File: src/rtl/iwdt_pkg.sv
// Constants, register map and types of the independent watchdog
// Operation
// - Counter and prescaler advance only on edges of the internal low-speed oscillator
// - The key field is write-only and always reads back as zero
// - Counter reaching zero without reload requests a system reset
// - Unlock word in the key field lifts write protection
// - Start word starts counting; hardware watchdog option runs without it
// - Read-only run bit 31 shows 1 while running, resets to 0
// - Read-only protect bit 30 shows 1 while protected, resets to 1
// - Protected stop-enable bit 29 turns the stop switch on, resets to 0
// - Read-only update flag bit 15 shows a configuration update occurred
// - Protected 3-bit divider select divides oscillator by 4 up to 512
// - Protected 12-bit reload value, reset all ones, loaded on reload word
// - Counter counts down from reload value, readable, resets to all ones
// - Timeout period follows from reload value and divider selection
`default_nettype none
package iwdt_pkg;
  localparam logic [31:0] ADDR_KEY    = 32'h40001000;
  localparam logic [31:0] ADDR_CFG    = 32'h40001004;
  localparam logic [31:0] ADDR_STAT   = 32'h40001008;
  localparam logic [31:0] ADDR_MASK   = 32'h4000100c;
  localparam logic [15:0] KEY_RELOAD  = 16'haaaa;
  localparam logic [15:0] KEY_UNLOCK  = 16'h5555;
  localparam logic [15:0] KEY_START   = 16'hcccc;
  localparam int          RUN_BIT     = 31;
  localparam int          PROT_BIT    = 30;
  localparam int          STOP_BIT    = 29;
  localparam int          CNT_MSB     = 27;
  localparam int          CNT_LSB     = 16;
  localparam int          UPD_BIT     = 15;
  localparam int          DIV_MSB     = 14;
  localparam int          DIV_LSB     = 12;
  localparam int          RLD_MSB     = 11;
  localparam int          RLD_LSB     = 0;
  localparam int          CNT_W       = 12;
  localparam int          DIV_W       = 3;
  localparam int          PRE_W       = 9;
  localparam logic [11:0] CNT_RST     = 12'hfff;
  localparam logic [11:0] RLD_RST     = 12'hfff;
  localparam logic [2:0]  DIV_RST     = 3'h0;
  localparam logic [8:0]  PRE_BASE    = 9'h004;
  localparam int          EV_W        = 3;
  localparam int          EV_TIMEOUT  = 0;
  localparam int          EV_RELOAD   = 1;
  localparam int          EV_BADKEY   = 2;
  localparam logic [2:0]  EV_RST      = 3'h0;
  localparam int          BITE_CYCLES = 16;
  localparam logic [1:0]  HTRANS_NSEQ = 2'h2;
  localparam logic [1:0]  HTRANS_SEQ  = 2'h3;
  localparam logic [31:0] ZERO_WORD   = 32'h00000000;

  typedef enum logic [2:0] {
    IWDT_IDLE = 3'b001,
    IWDT_RUN  = 3'b010,
    IWDT_BITE = 3'b100
  } iwdt_state_e;
endpackage : iwdt_pkg
`default_nettype wire

File: src/rtl/iwdt_top.sv
// Independent watchdog with AHB-Lite register slave and interrupt
//
// Implementation choice: the AHB-Lite interface to the registers.
`default_nettype none
module iwdt_top #(
  parameter int BITE_LEN = iwdt_pkg::BITE_CYCLES
) (
  input  wire logic        mclk_i,
  input  wire logic        reset_i,
  input  wire logic        hsel_i,
  input  wire logic [31:0] haddr_i,
  input  wire logic [1:0]  htrans_i,
  input  wire logic        hwrite_i,
  input  wire logic [2:0]  hsize_i,
  input  wire logic [31:0] hwdata_i,
  input  wire logic        hready_i,
  output var  logic        hreadyout_o,
  output var  logic        hresp_o,
  output var  logic [31:0] hrdata_o,
  input  wire logic        lsi_clk_i,
  input  wire logic        hw_mode_i,
  input  wire logic        core_halt_i,
  output var  logic        sys_reset_o,
  output var  logic        irq_o
);
  // Bus data phase
  logic                      dp_wr;
  logic [31:0]               dp_addr;
  logic                      wr_key;
  logic                      wr_cfg;
  logic                      wr_stat;
  logic                      wr_mask;
  logic [15:0]               key_word;
  logic                      cmd_reload;
  logic                      cmd_unlock;
  logic                      cmd_start;
  logic                      cmd_bad;
  logic                      addr_take;
  logic [31:0]               rd_mux;

  // Watchdog state
  iwdt_pkg::iwdt_state_e     state;
  iwdt_pkg::iwdt_state_e     next_state;
  logic                      protect;
  logic                      stop_en;
  logic                      upd_flag;
  logic [iwdt_pkg::DIV_W-1:0] div_sel;
  logic [iwdt_pkg::CNT_W-1:0] reload_value;
  logic [iwdt_pkg::CNT_W-1:0] count;
  logic [iwdt_pkg::PRE_W-1:0] pre_cnt;
  logic                      lsi_q;
  logic                      lsi_rise;
  logic                      frozen;
  logic                      counting;
  logic                      tick;
  logic                      expire;
  logic [7:0]                bite_cnt;
  logic                      bite_done;

  // Interrupt state
  logic [iwdt_pkg::EV_W-1:0] status;
  logic [iwdt_pkg::EV_W-1:0] mask;
  logic [iwdt_pkg::EV_W-1:0] events;
  logic [iwdt_pkg::EV_W-1:0] next_status;

  // Terminal value of the prescaler for a divider code
  function automatic logic [iwdt_pkg::PRE_W-1:0] pre_limit(
    input logic [iwdt_pkg::DIV_W-1:0] sel
  );
    logic [iwdt_pkg::PRE_W:0] div;
    div       = {1'b0, iwdt_pkg::PRE_BASE} << sel;
    pre_limit = iwdt_pkg::PRE_W'(div - 10'h001);
  endfunction : pre_limit

  // Address match on a word-aligned register
  function automatic logic hit(
    input logic [31:0] addr,
    input logic [31:0] reg_addr
  );
    hit = (addr == reg_addr);
  endfunction : hit

  // Address phase capture
  assign addr_take = hsel_i & hready_i &
                     ((htrans_i == iwdt_pkg::HTRANS_NSEQ) ||
                      (htrans_i == iwdt_pkg::HTRANS_SEQ));

  always_ff @(posedge mclk_i) begin
    if (reset_i) begin
      dp_wr   <= 1'b0;
      dp_addr <= iwdt_pkg::ZERO_WORD;
    end else if (hready_i) begin
      dp_wr   <= addr_take & hwrite_i;
      dp_addr <= haddr_i;
    end
  end

  // Zero wait state slave, always OKAY
  always_ff @(posedge mclk_i) begin
    if (reset_i) begin
      hreadyout_o <= 1'b0;
      hresp_o     <= 1'b0;
    end else begin
      hreadyout_o <= 1'b1;
      hresp_o     <= 1'b0;
    end
  end

  // Read multiplexer
  always_comb begin
    rd_mux = iwdt_pkg::ZERO_WORD;
    if (hit(haddr_i, iwdt_pkg::ADDR_KEY)) begin
      rd_mux = iwdt_pkg::ZERO_WORD;
    end else if (hit(haddr_i, iwdt_pkg::ADDR_CFG)) begin
      rd_mux[iwdt_pkg::RUN_BIT]                  = (state != iwdt_pkg::IWDT_IDLE);
      rd_mux[iwdt_pkg::PROT_BIT]                 = protect;
      rd_mux[iwdt_pkg::STOP_BIT]                 = stop_en;
      rd_mux[iwdt_pkg::CNT_MSB:iwdt_pkg::CNT_LSB] = count;
      rd_mux[iwdt_pkg::UPD_BIT]                  = upd_flag;
      rd_mux[iwdt_pkg::DIV_MSB:iwdt_pkg::DIV_LSB] = div_sel;
      rd_mux[iwdt_pkg::RLD_MSB:iwdt_pkg::RLD_LSB] = reload_value;
    end else if (hit(haddr_i, iwdt_pkg::ADDR_STAT)) begin
      rd_mux[iwdt_pkg::EV_W-1:0] = status;
    end else if (hit(haddr_i, iwdt_pkg::ADDR_MASK)) begin
      rd_mux[iwdt_pkg::EV_W-1:0] = mask;
    end
  end

  always_ff @(posedge mclk_i) begin
    if (reset_i) begin
      hrdata_o <= iwdt_pkg::ZERO_WORD;
    end else if (hready_i) begin
      hrdata_o <= (addr_take & ~hwrite_i) ? rd_mux : iwdt_pkg::ZERO_WORD;
    end
  end

  // Write decode in the data phase
  assign wr_key     = dp_wr & hit(dp_addr, iwdt_pkg::ADDR_KEY);
  assign wr_cfg     = dp_wr & hit(dp_addr, iwdt_pkg::ADDR_CFG);
  assign wr_stat    = dp_wr & hit(dp_addr, iwdt_pkg::ADDR_STAT);
  assign wr_mask    = dp_wr & hit(dp_addr, iwdt_pkg::ADDR_MASK);
  assign key_word   = hwdata_i[15:0];
  assign cmd_reload = wr_key & (key_word == iwdt_pkg::KEY_RELOAD);
  assign cmd_unlock = wr_key & (key_word == iwdt_pkg::KEY_UNLOCK);
  assign cmd_start  = wr_key & (key_word == iwdt_pkg::KEY_START);
  assign cmd_bad    = wr_key & ~cmd_reload & ~cmd_unlock & ~cmd_start;

  // Write protection
  always_ff @(posedge mclk_i) begin
    if (reset_i) begin
      protect <= 1'b1;
    end else if (cmd_unlock) begin
      protect <= 1'b0;
    end else if (wr_key) begin
      protect <= 1'b1;
    end
  end

  // Protected configuration fields
  always_ff @(posedge mclk_i) begin
    if (reset_i) begin
      stop_en      <= 1'b0;
      div_sel      <= iwdt_pkg::DIV_RST;
      reload_value <= iwdt_pkg::RLD_RST;
    end else if (wr_cfg && !protect) begin
      stop_en      <= hwdata_i[iwdt_pkg::STOP_BIT];
      div_sel      <= hwdata_i[iwdt_pkg::DIV_MSB:iwdt_pkg::DIV_LSB];
      reload_value <= hwdata_i[iwdt_pkg::RLD_MSB:iwdt_pkg::RLD_LSB];
    end
  end

  // Update flag, held until the next counter step, cleared while idle
  always_ff @(posedge mclk_i) begin
    if (reset_i) begin
      upd_flag <= 1'b0;
    end else if (wr_cfg && !protect) begin
      upd_flag <= 1'b1;
    end else if (tick || state == iwdt_pkg::IWDT_IDLE) begin
      upd_flag <= 1'b0;
    end
  end

  // Oscillator edge detect and prescaler
  assign lsi_rise = lsi_clk_i & ~lsi_q;
  assign frozen   = stop_en & core_halt_i;
  assign counting = (state == iwdt_pkg::IWDT_RUN) & ~frozen;
  assign tick     = counting & lsi_rise & (pre_cnt == pre_limit(div_sel));
  assign expire   = tick & (count == '0);

  always_ff @(posedge mclk_i) begin
    if (reset_i) begin
      lsi_q <= 1'b0;
    end else begin
      lsi_q <= lsi_clk_i;
    end
  end

  always_ff @(posedge mclk_i) begin
    if (reset_i) begin
      pre_cnt <= '0;
    end else if (cmd_reload || state != iwdt_pkg::IWDT_RUN) begin
      pre_cnt <= '0;
    end else if (tick) begin
      pre_cnt <= '0;
    end else if (counting && lsi_rise) begin
      pre_cnt <= pre_cnt + 9'h001;
    end
  end

  // Down-counter
  always_ff @(posedge mclk_i) begin
    if (reset_i) begin
      count <= iwdt_pkg::CNT_RST;
    end else if (cmd_reload || expire) begin
      count <= reload_value;
    end else if (tick) begin
      count <= count - 12'h001;
    end
  end

  // Run state machine
  assign bite_done = (bite_cnt == 8'(BITE_LEN - 1));

  always_comb begin
    next_state = state;
    unique case (state)
      iwdt_pkg::IWDT_IDLE: begin
        if (cmd_start || hw_mode_i) begin
          next_state = iwdt_pkg::IWDT_RUN;
        end
      end
      iwdt_pkg::IWDT_RUN: begin
        if (expire) begin
          next_state = iwdt_pkg::IWDT_BITE;
        end
      end
      iwdt_pkg::IWDT_BITE: begin
        if (bite_done) begin
          next_state = iwdt_pkg::IWDT_RUN;
        end
      end
      default: begin
        next_state = iwdt_pkg::IWDT_IDLE;
      end
    endcase
  end

  always_ff @(posedge mclk_i) begin
    if (reset_i) begin
      state <= iwdt_pkg::IWDT_IDLE;
    end else begin
      state <= next_state;
    end
  end

  always_ff @(posedge mclk_i) begin
    if (reset_i) begin
      bite_cnt <= '0;
    end else if (state == iwdt_pkg::IWDT_BITE) begin
      bite_cnt <= bite_cnt + 8'h01;
    end else begin
      bite_cnt <= '0;
    end
  end

  always_ff @(posedge mclk_i) begin
    if (reset_i) begin
      sys_reset_o <= 1'b0;
    end else begin
      sys_reset_o <= (next_state == iwdt_pkg::IWDT_BITE);
    end
  end

  // Sticky status, write one to clear, set wins
  always_comb begin
    events                       = '0;
    events[iwdt_pkg::EV_TIMEOUT] = expire;
    events[iwdt_pkg::EV_RELOAD]  = cmd_reload;
    events[iwdt_pkg::EV_BADKEY]  = cmd_bad;
    next_status                  = status;
    if (wr_stat) begin
      next_status = status & ~hwdata_i[iwdt_pkg::EV_W-1:0];
    end
    next_status = next_status | events;
  end

  always_ff @(posedge mclk_i) begin
    if (reset_i) begin
      status <= iwdt_pkg::EV_RST;
    end else begin
      status <= next_status;
    end
  end

  always_ff @(posedge mclk_i) begin
    if (reset_i) begin
      mask <= iwdt_pkg::EV_RST;
    end else if (wr_mask) begin
      mask <= hwdata_i[iwdt_pkg::EV_W-1:0];
    end
  end

  always_ff @(posedge mclk_i) begin
    if (reset_i) begin
      irq_o <= 1'b0;
    end else begin
      irq_o <= |(next_status & mask);
    end
  end

endmodule : iwdt_top
`default_nettype wire

File: config.mk
export PLATFORM = sky130hd
export DESIGN_NAME = iwdt_top
export DESIGN_NICKNAME = d
export VERILOG_FILES = /design/src/rtl/iwdt_pkg.sv /design/src/rtl/iwdt_top.sv
export SDC_FILE = /design/constraint.sdc
export NUM_CORES = 1
export LEC_CHECK = 0
export BUFFER_PORTS_ARGS = -buffer_cell sky130_fd_sc_hd__buf_4
export CAP_MARGIN = 10
export CORE_ASPECT_RATIO = 0.7
export CORE_MARGIN = 3
export CORE_UTILIZATION = 55
export CTS_CLUSTER_SIZE = 8
export DETAILED_ROUTE_END_ITERATION = 10
export PLACE_DENSITY = 0.8
export SETUP_SLACK_MARGIN = 0.15
export SLEW_MARGIN = 40
export SYNTH_ARGS = -nofsm -noshare
export SYNTH_HDL_FRONTEND = slang
export SYNTH_SLANG_ARGS = --single-unit
export TNS_END_PERCENT = 30
File: constraint.sdc
create_clock -name mclk_i -period 5.53 [get_ports mclk_i]
set_clock_uncertainty 0.05 [all_clocks]
set_input_delay 0.8295 -clock mclk_i [delete_from_list [all_inputs] [get_ports mclk_i]]
set_output_delay 0.8295 -clock mclk_i [all_outputs]
set_load 0.005 [all_outputs]
==> results of run 1 <==
## stage by stage
step / hold slack, ps / utilization [%] / power (uW) / cells
final: 391 / 71.6 / 2000 / 829
after global routing: 431 / 71.6 / 2050 / 829
after CTS: 395 / 71.5 / 2000 / 829
after detailed placement: 388 / 66.0 / 1050 / 798
after global placement: 372 / 66.0 / 1040 / 798
after floorplan: 363 / - / 992 / 613
## sequential cells by signal, summed over array words and instances (netlist names)
signal,count
upd_flag,1
count,12
status,3
stop_en,1
dp_addr,32
sys_reset_o,1
irq_o,1
protect,1
bite_cnt,8
pre_cnt,9
div_sel,3
hreadyout_o,1
dp_wr,1
hrdata_o,31
reload_value,12
mask,3
lsi_q,1
state,3
## cell families (layout without fill, tap and decap cells)
logic type	Yosys count	in the layout	synth area share (%)
simple gates	274	274	25.7
flops	124	124	46.0
compound gates	91	91	10.4
mux	61	61	11.4
buf+inv	43	135	3.31
xor+xnor	15	15	2.43
fa+ha+maj	3	3	0.695
other cells	1	2	0.0695
## critical path, delay by kind of cell (launching register included)
family                 cells  cell delay, ps
flip-flops                 1             320
buffers and inverters      1             390
AO/OA/AOI/OAI              1             250
AND/OR/NAND/NOR            5            1840
## layout by cell type (no fill, tap or decap), types with 2 or more instances in the layout
| cell | Yosys | routed |
|---|---|---|
| clkbuf_1 | 22 | 3 |
| mux2_2 | 4 | 4 |
| clkbuf_16 | 0 | 17 |
| a31o_2 | 2 | 2 |
| conb_1 | 1 | 2 |
| nor2b_1 | 36 | 36 |
| buf_4 | 3 | 92 |
| nand4_1 | 11 | 11 |
| nor4_1 | 13 | 13 |
| nor4b_1 | 5 | 5 |
| and4_1 | 2 | 2 |
| o21ai_0 | 16 | 16 |
| a211o_1 | 2 | 2 |
| a22o_1 | 3 | 3 |
| buf_6 | 0 | 2 |
| dfxtp_1 | 124 | 124 |
| or3_1 | 3 | 3 |
| nand2b_1 | 6 | 6 |
| nand2_1 | 39 | 39 |
| o31ai_1 | 2 | 2 |
| inv_1 | 10 | 10 |
| nor4bb_1 | 5 | 5 |
| a2111oi_2 | 2 | 2 |
| or4_1 | 2 | 2 |
| nor2_1 | 106 | 106 |
| a21oi_1 | 48 | 48 |
| clkinv_2 | 0 | 8 |
| a221o_1 | 3 | 3 |
| ha_1 | 3 | 3 |
| and3_1 | 5 | 5 |
| xnor2_1 | 5 | 5 |
| xor2_1 | 10 | 10 |
| a31oi_1 | 3 | 3 |
| nand3_1 | 15 | 15 |
| mux2i_1 | 57 | 57 |
| nor3_1 | 16 | 15 |
| clkbuf_8 | 0 | 2 |
## where the power goes
part	leakage (uW)	switching (uW)	internal, uW
Clock	0.000259	377	585
Sequential	0.00101	10.2	910
Combinational	0.00146	58.8	53.0
## final cells by class
cell class	count	area, sq um	area share (%)
clock inverters	9	47.5	0.715
inverters	10	37.5	0.565
repair buffers	94	713	10.7
well taps	124	155	2.33
clock buffers	22	464	6.98
multi-input cells	446	2750	41.3
flip-flops and latches	124	2480	37.3
## synthesized netlist by cell type (all sizes together) (6+ instances only)
cell type and number:
nor2b 36, nand2 41, nand2b 6, inv 10
nor4b 6, nand3 15, o21ai 17, dfxtp 124
clkbuf 22, a21oi 48, mux2i 57, nor3 17
nor2 106, nor4 13, xor2 10, nand4 11
buf 11
## per-layer routing
layer  track usage, %  share of wire, %  vias to the layer above
met5                0                 0                        -
met4             9.55               1.6                        0
met3             6.27               8.4                       23
met2             38.5                41                      211
met1             37.8                49                     2236
li1                 -                 -                     2303
## how the worst max path moves through the flow
| stage | startpoint | to | slack (ps) | depth (start not counted) |
|---|---|---|---|---|
| floorplan | haddr_i[10] | hrdata_o[26] | 3110 | 8 |
| global placement | haddr_i[0] | hrdata_o[31] | 2190 | 7 |
| detailed placement | reset_i | pre_cnt[5] | 2620 | 4 |
| CTS | dp_addr[5] | count[0] | 2680 | 7 |
| global route | dp_addr[31] | count[0] | 2450 | 7 |
| finish | dp_addr[31] | count[0] | 2590 | 7 |
==> results.cfg, run 1 <==
[drt]
via_per_inst = 5.76
vias = 4773
drc = 0
wire_per_inst_um = 16.8
drtIter0Drc = 536
first_pass_iters = 5
routed_wl_um = 13900
ant_nets = 0

[grt]
grt_pass1_wl_um = 23100
overflow = 0
antenna_found_initial = 0
track_usage_pct = 26.2
grt_max_degree = 90
grt_pass1_vias = 4614

[clocking]
clk_pin_slew_ps = 50
cts_buffer_depth = 2
numCtsBuffers = 17
ctsResizeCount = 0
clk_latency_ps = 410
cts_htree_levels = 4
holdBufCountCts = 0
tritoncts = built
root_buffer = clkbuf_16
clkSinkCount = 124
cts_setup_buffers = 0

[sta]
timing.final.ws_setup_ps = 2590
post-route-min-period_ps = 2940
worst_pin_slew_ps = 754
finalSetupViolations = 0
final_max_slew_viol_count = 0
hold_violations = 0
rsz0062_at_grt = no
tns_ps = 0
max_freq_mhz = 340
fin_crit_sh_pct = 53.2
slew_headroom_pct = 49.7

[yosys]
synth_edf_count = 0
synthCells = 612
ys_async_sr_fraction_pct = 0
yosysSeqAreaShare_pct = 46.0
yosys.area.top_type = dfxtp_1
avgSynthCellArea_sq_um = 8.82
ys_seq_elements = 124
synth_top_area_share_pct = 46.0
synth_top_cells_by_area = dfxtp_1 (46%), mux2i_1 (11%), nor2_1 (7.4%)
ys.flop_type = dfxtp_1
synth_cell_types = 55
yosysWarningCount = 0
syn-cell-area_sq_um = 5400

[placement]
postPlaceCellArea_sq_um = 6130
numPortBuffers = 91
preCtsSetupSlack_ps = 2620
gp_congestion = 0.877
dp_hpwl_um = 9670

[critical_path]
regToRegSetupSlack_ps = 2590
worstSetupPathType = reg2reg
arrival_ps = 3210
cp-start-kind = flip-flop
crit_fanout = 11
critPathRequiredTime_ps = 5800
r2r_start = dp_addr[31]
crit_slowest_cell = nor3_1
end_kind = flip-flop
cp_common_cell = nor3_1
crit_chain = nor4b_1 > nand4_1 > nor3_1 > nand3_1 > inv_1 > nor3_1 > o31ai_1
rr_endpoint = count[0]
ff2ff_path_depth = 7
cpPeakStageDelay_ps = 570

[die]
die_h_um = 88.9
core_sq_um = 9290
die_w_um = 124
fp.dieArea_sq_um = 11100
start_util_pct = 58.1
io_pins = 113
num_rows = 29

[power_and_ir_drop]
peakVddDrop_mv = 0.297
leakagePower_uw = 0.00273
p_per_area_nw_per_um2 = 300

[job]
drv_cap = 0

[worst_hold_path]
min_path_type = reg2reg
hold-path-endpoint = bite_cnt[0]
hp-start = bite_cnt[0]
min_path_cells = 1

[cells_and_area]
antenna_cells = 0
n_fill_cell = 726
area_growth_pct = 23.1
final_nets = 773
drive_above_1_share_pct = 19.7
fin_area_sq_um = 6650

[run_status]
outcome = finished clean
(Power assumes the default switching activity.)
==> run 2: changes to the inputs <==
- CORE_UTILIZATION: 55 -> 49
- PLACE_DENSITY: 0.8 -> 0.76
- clock period: 5.53 -> 2.4 ns (I/O delays scaled with it)
==> results.cfg, run 2 (synthesis results as in run 1) <==
[sta]
fin_crit_sh_pct = 97.2
finalSetupViolations = 0
slew_headroom_pct = 58.0
fin_hold_ws_ps = 129
worst_pin_slew_ps = 631
hold_violations = 0
max_freq_mhz = 429
post-route-min-period_ps = 2330
final_max_slew_viol_count = 0
rsz0062_at_grt = yes

[run_status]
outcome = finished clean

[drt]
ant_nets = 0
routed_wl_um = 15400
drtIter0Drc = 427
drc = 0
vias = 5035
first_pass_iters = 5
wire_per_inst_um = 17.4
via_per_inst = 5.66

[critical_path]
critPathRequiredTime_ps = 2660
end_kind = flip-flop
cp-start-kind = flip-flop
crit_fanout = 5
arrival_ps = 2590
worstSetupPathType = reg2reg

[cells_and_area]
fin_area_sq_um = 7200
final_cell_mix = buf_4 (122), dfxtp_1 (120), nor2_1 (106), mux2i_1 (57), a21oi_1 (46)
multi_input_area_sq_um = 2890
area_growth_pct = 33.3
n_fill_cell = 793
seqCellArea_sq_um = 2490
final_common_cell = buf_4
fin_util_pct = 68.2
drive_above_1_share_pct = 26.9
final_nets = 809
largest_reg_flops = 32
finalNonFillerCells = 889
regMostFlops = dp_addr
top_regs = dp_addr: 32 flops, hrdata_o: 31 flops
antenna_cells = 0

[power_and_ir_drop]
p_clk_share_pct = 50.6
peakVddDrop_mv = 0.554
switching_share_pct = 22.6
pwr-share-comb_pct = 5.4
pwr-share-seq_pct = 44.0
leakagePower_uw = 0.00296
p_int_uw = 3730
power_switching_uw = 1090
p_per_area_nw_per_um2 = 670

[clocking]
cts_buffer_depth = 2
cts_htree_levels = 4
clk_latency_ps = 420
clk_pin_slew_ps = 60
numCtsBuffers = 17
root_buffer = clkbuf_16
clkSinkCount = 124
tritoncts = built

[grt]
grt_max_degree = 66
grt_pass1_wl_um = 24400
overflow = 0
track_usage_pct = 24.9
antenna_found_initial = 0
grt_pass1_vias = 4843

[placement]
dp_hpwl_um = 10600
dp_cells = 844
postPlaceCellArea_sq_um = 6350
numPortBuffers = 91
gp_congestion = 0.854

[job]
drv_cap = 0

[die]
core_sq_um = 10600
io_pins = 113
start_util_pct = 51.2
num_rows = 31
die_w_um = 131
die_h_um = 93.8
fp.dieArea_sq_um = 12300

[worst_hold_path]
min_path_type = in2reg
## run 2: cell count changes in the layout (fill, tap and decap cells not counted), moves of 4 or more
| cell | previous run | this run |
|---|---|---|
| buf_4 | 92 | 122 |
| clkinvlp_4 | 1 | 5 |
| dfxtp_1 | 124 | 120 |
| o21ai_0 | 16 | 10 |
| o21ai_1 | 0 | 4 |
## run 2: final cells by class
cell class                 count  area share (%)
tap                          148            2.57
inverter                      10           0.574
clock buffer                  19            6.01
multi-input combinational    446            40.2
sequential                   124            34.6
timing repair buffer         130            14.3
clock inverter                12            1.72
## run 2: routing by layer
layer | up-vias | routed length (um) | global-route usage (%)
li1 | 2385 | - | -
met1 | 2393 | 7000 | 34.1
met2 | 239 | 6920 | 38.3
met3 | 18 | 1380 | 7.66
met4 | 0 | 153 | 6.64
met5 | - | 0 | 0
## run 2: metrics by stage
stage	TNS, ps	power (uW)	worst slack [ps]
2_1_floorplan	0	2290	165
3_3_place_gp	0	2410	83.6
3_5_place_dp	-148	2420	-135
4_1_cts	0	4830	23.6
5_1_grt	-43.7	4970	-22.6
6_report	0	4820	67.4
## run 2: power groups by stage
stage	registers (uW)	clock network (uW)	logic, uW
floorplan	2150	0	131
global placement	2160	0	246
detailed placement	2160	0	255
CTS	2120	2450	258
global route	2120	2560	285
finish	2120	2440	262
## run 2: worst max-delay path: stages, from the launching register on
cell and delay [ps]:
dfxtp_1 350, or4_4 560, or3_4 370, or3_1 440, nand3_1 120, o21ai_1 60, a221o_1 280
## run 2: timing repair
action | 4_1_cts | 5_1_grt
pin swaps | 9 | 14
gates resized for setup | 19 | 23
setup endpoints to repair | 23 | 24
hold buffers | 0 | 0
buffers inserted | 6 | 8
## run 2: worst paths after layout
path | start | endpoint | slack, ps | cells after the start
min | lsi_clk_i | lsi_q | 130 | 2
max reg2reg | count[6] | count[2] | 70 | 6
max | count[6] | count[2] | 70 | 6
min reg2reg | bite_cnt[0] | bite_cnt[0] | 410 | 1
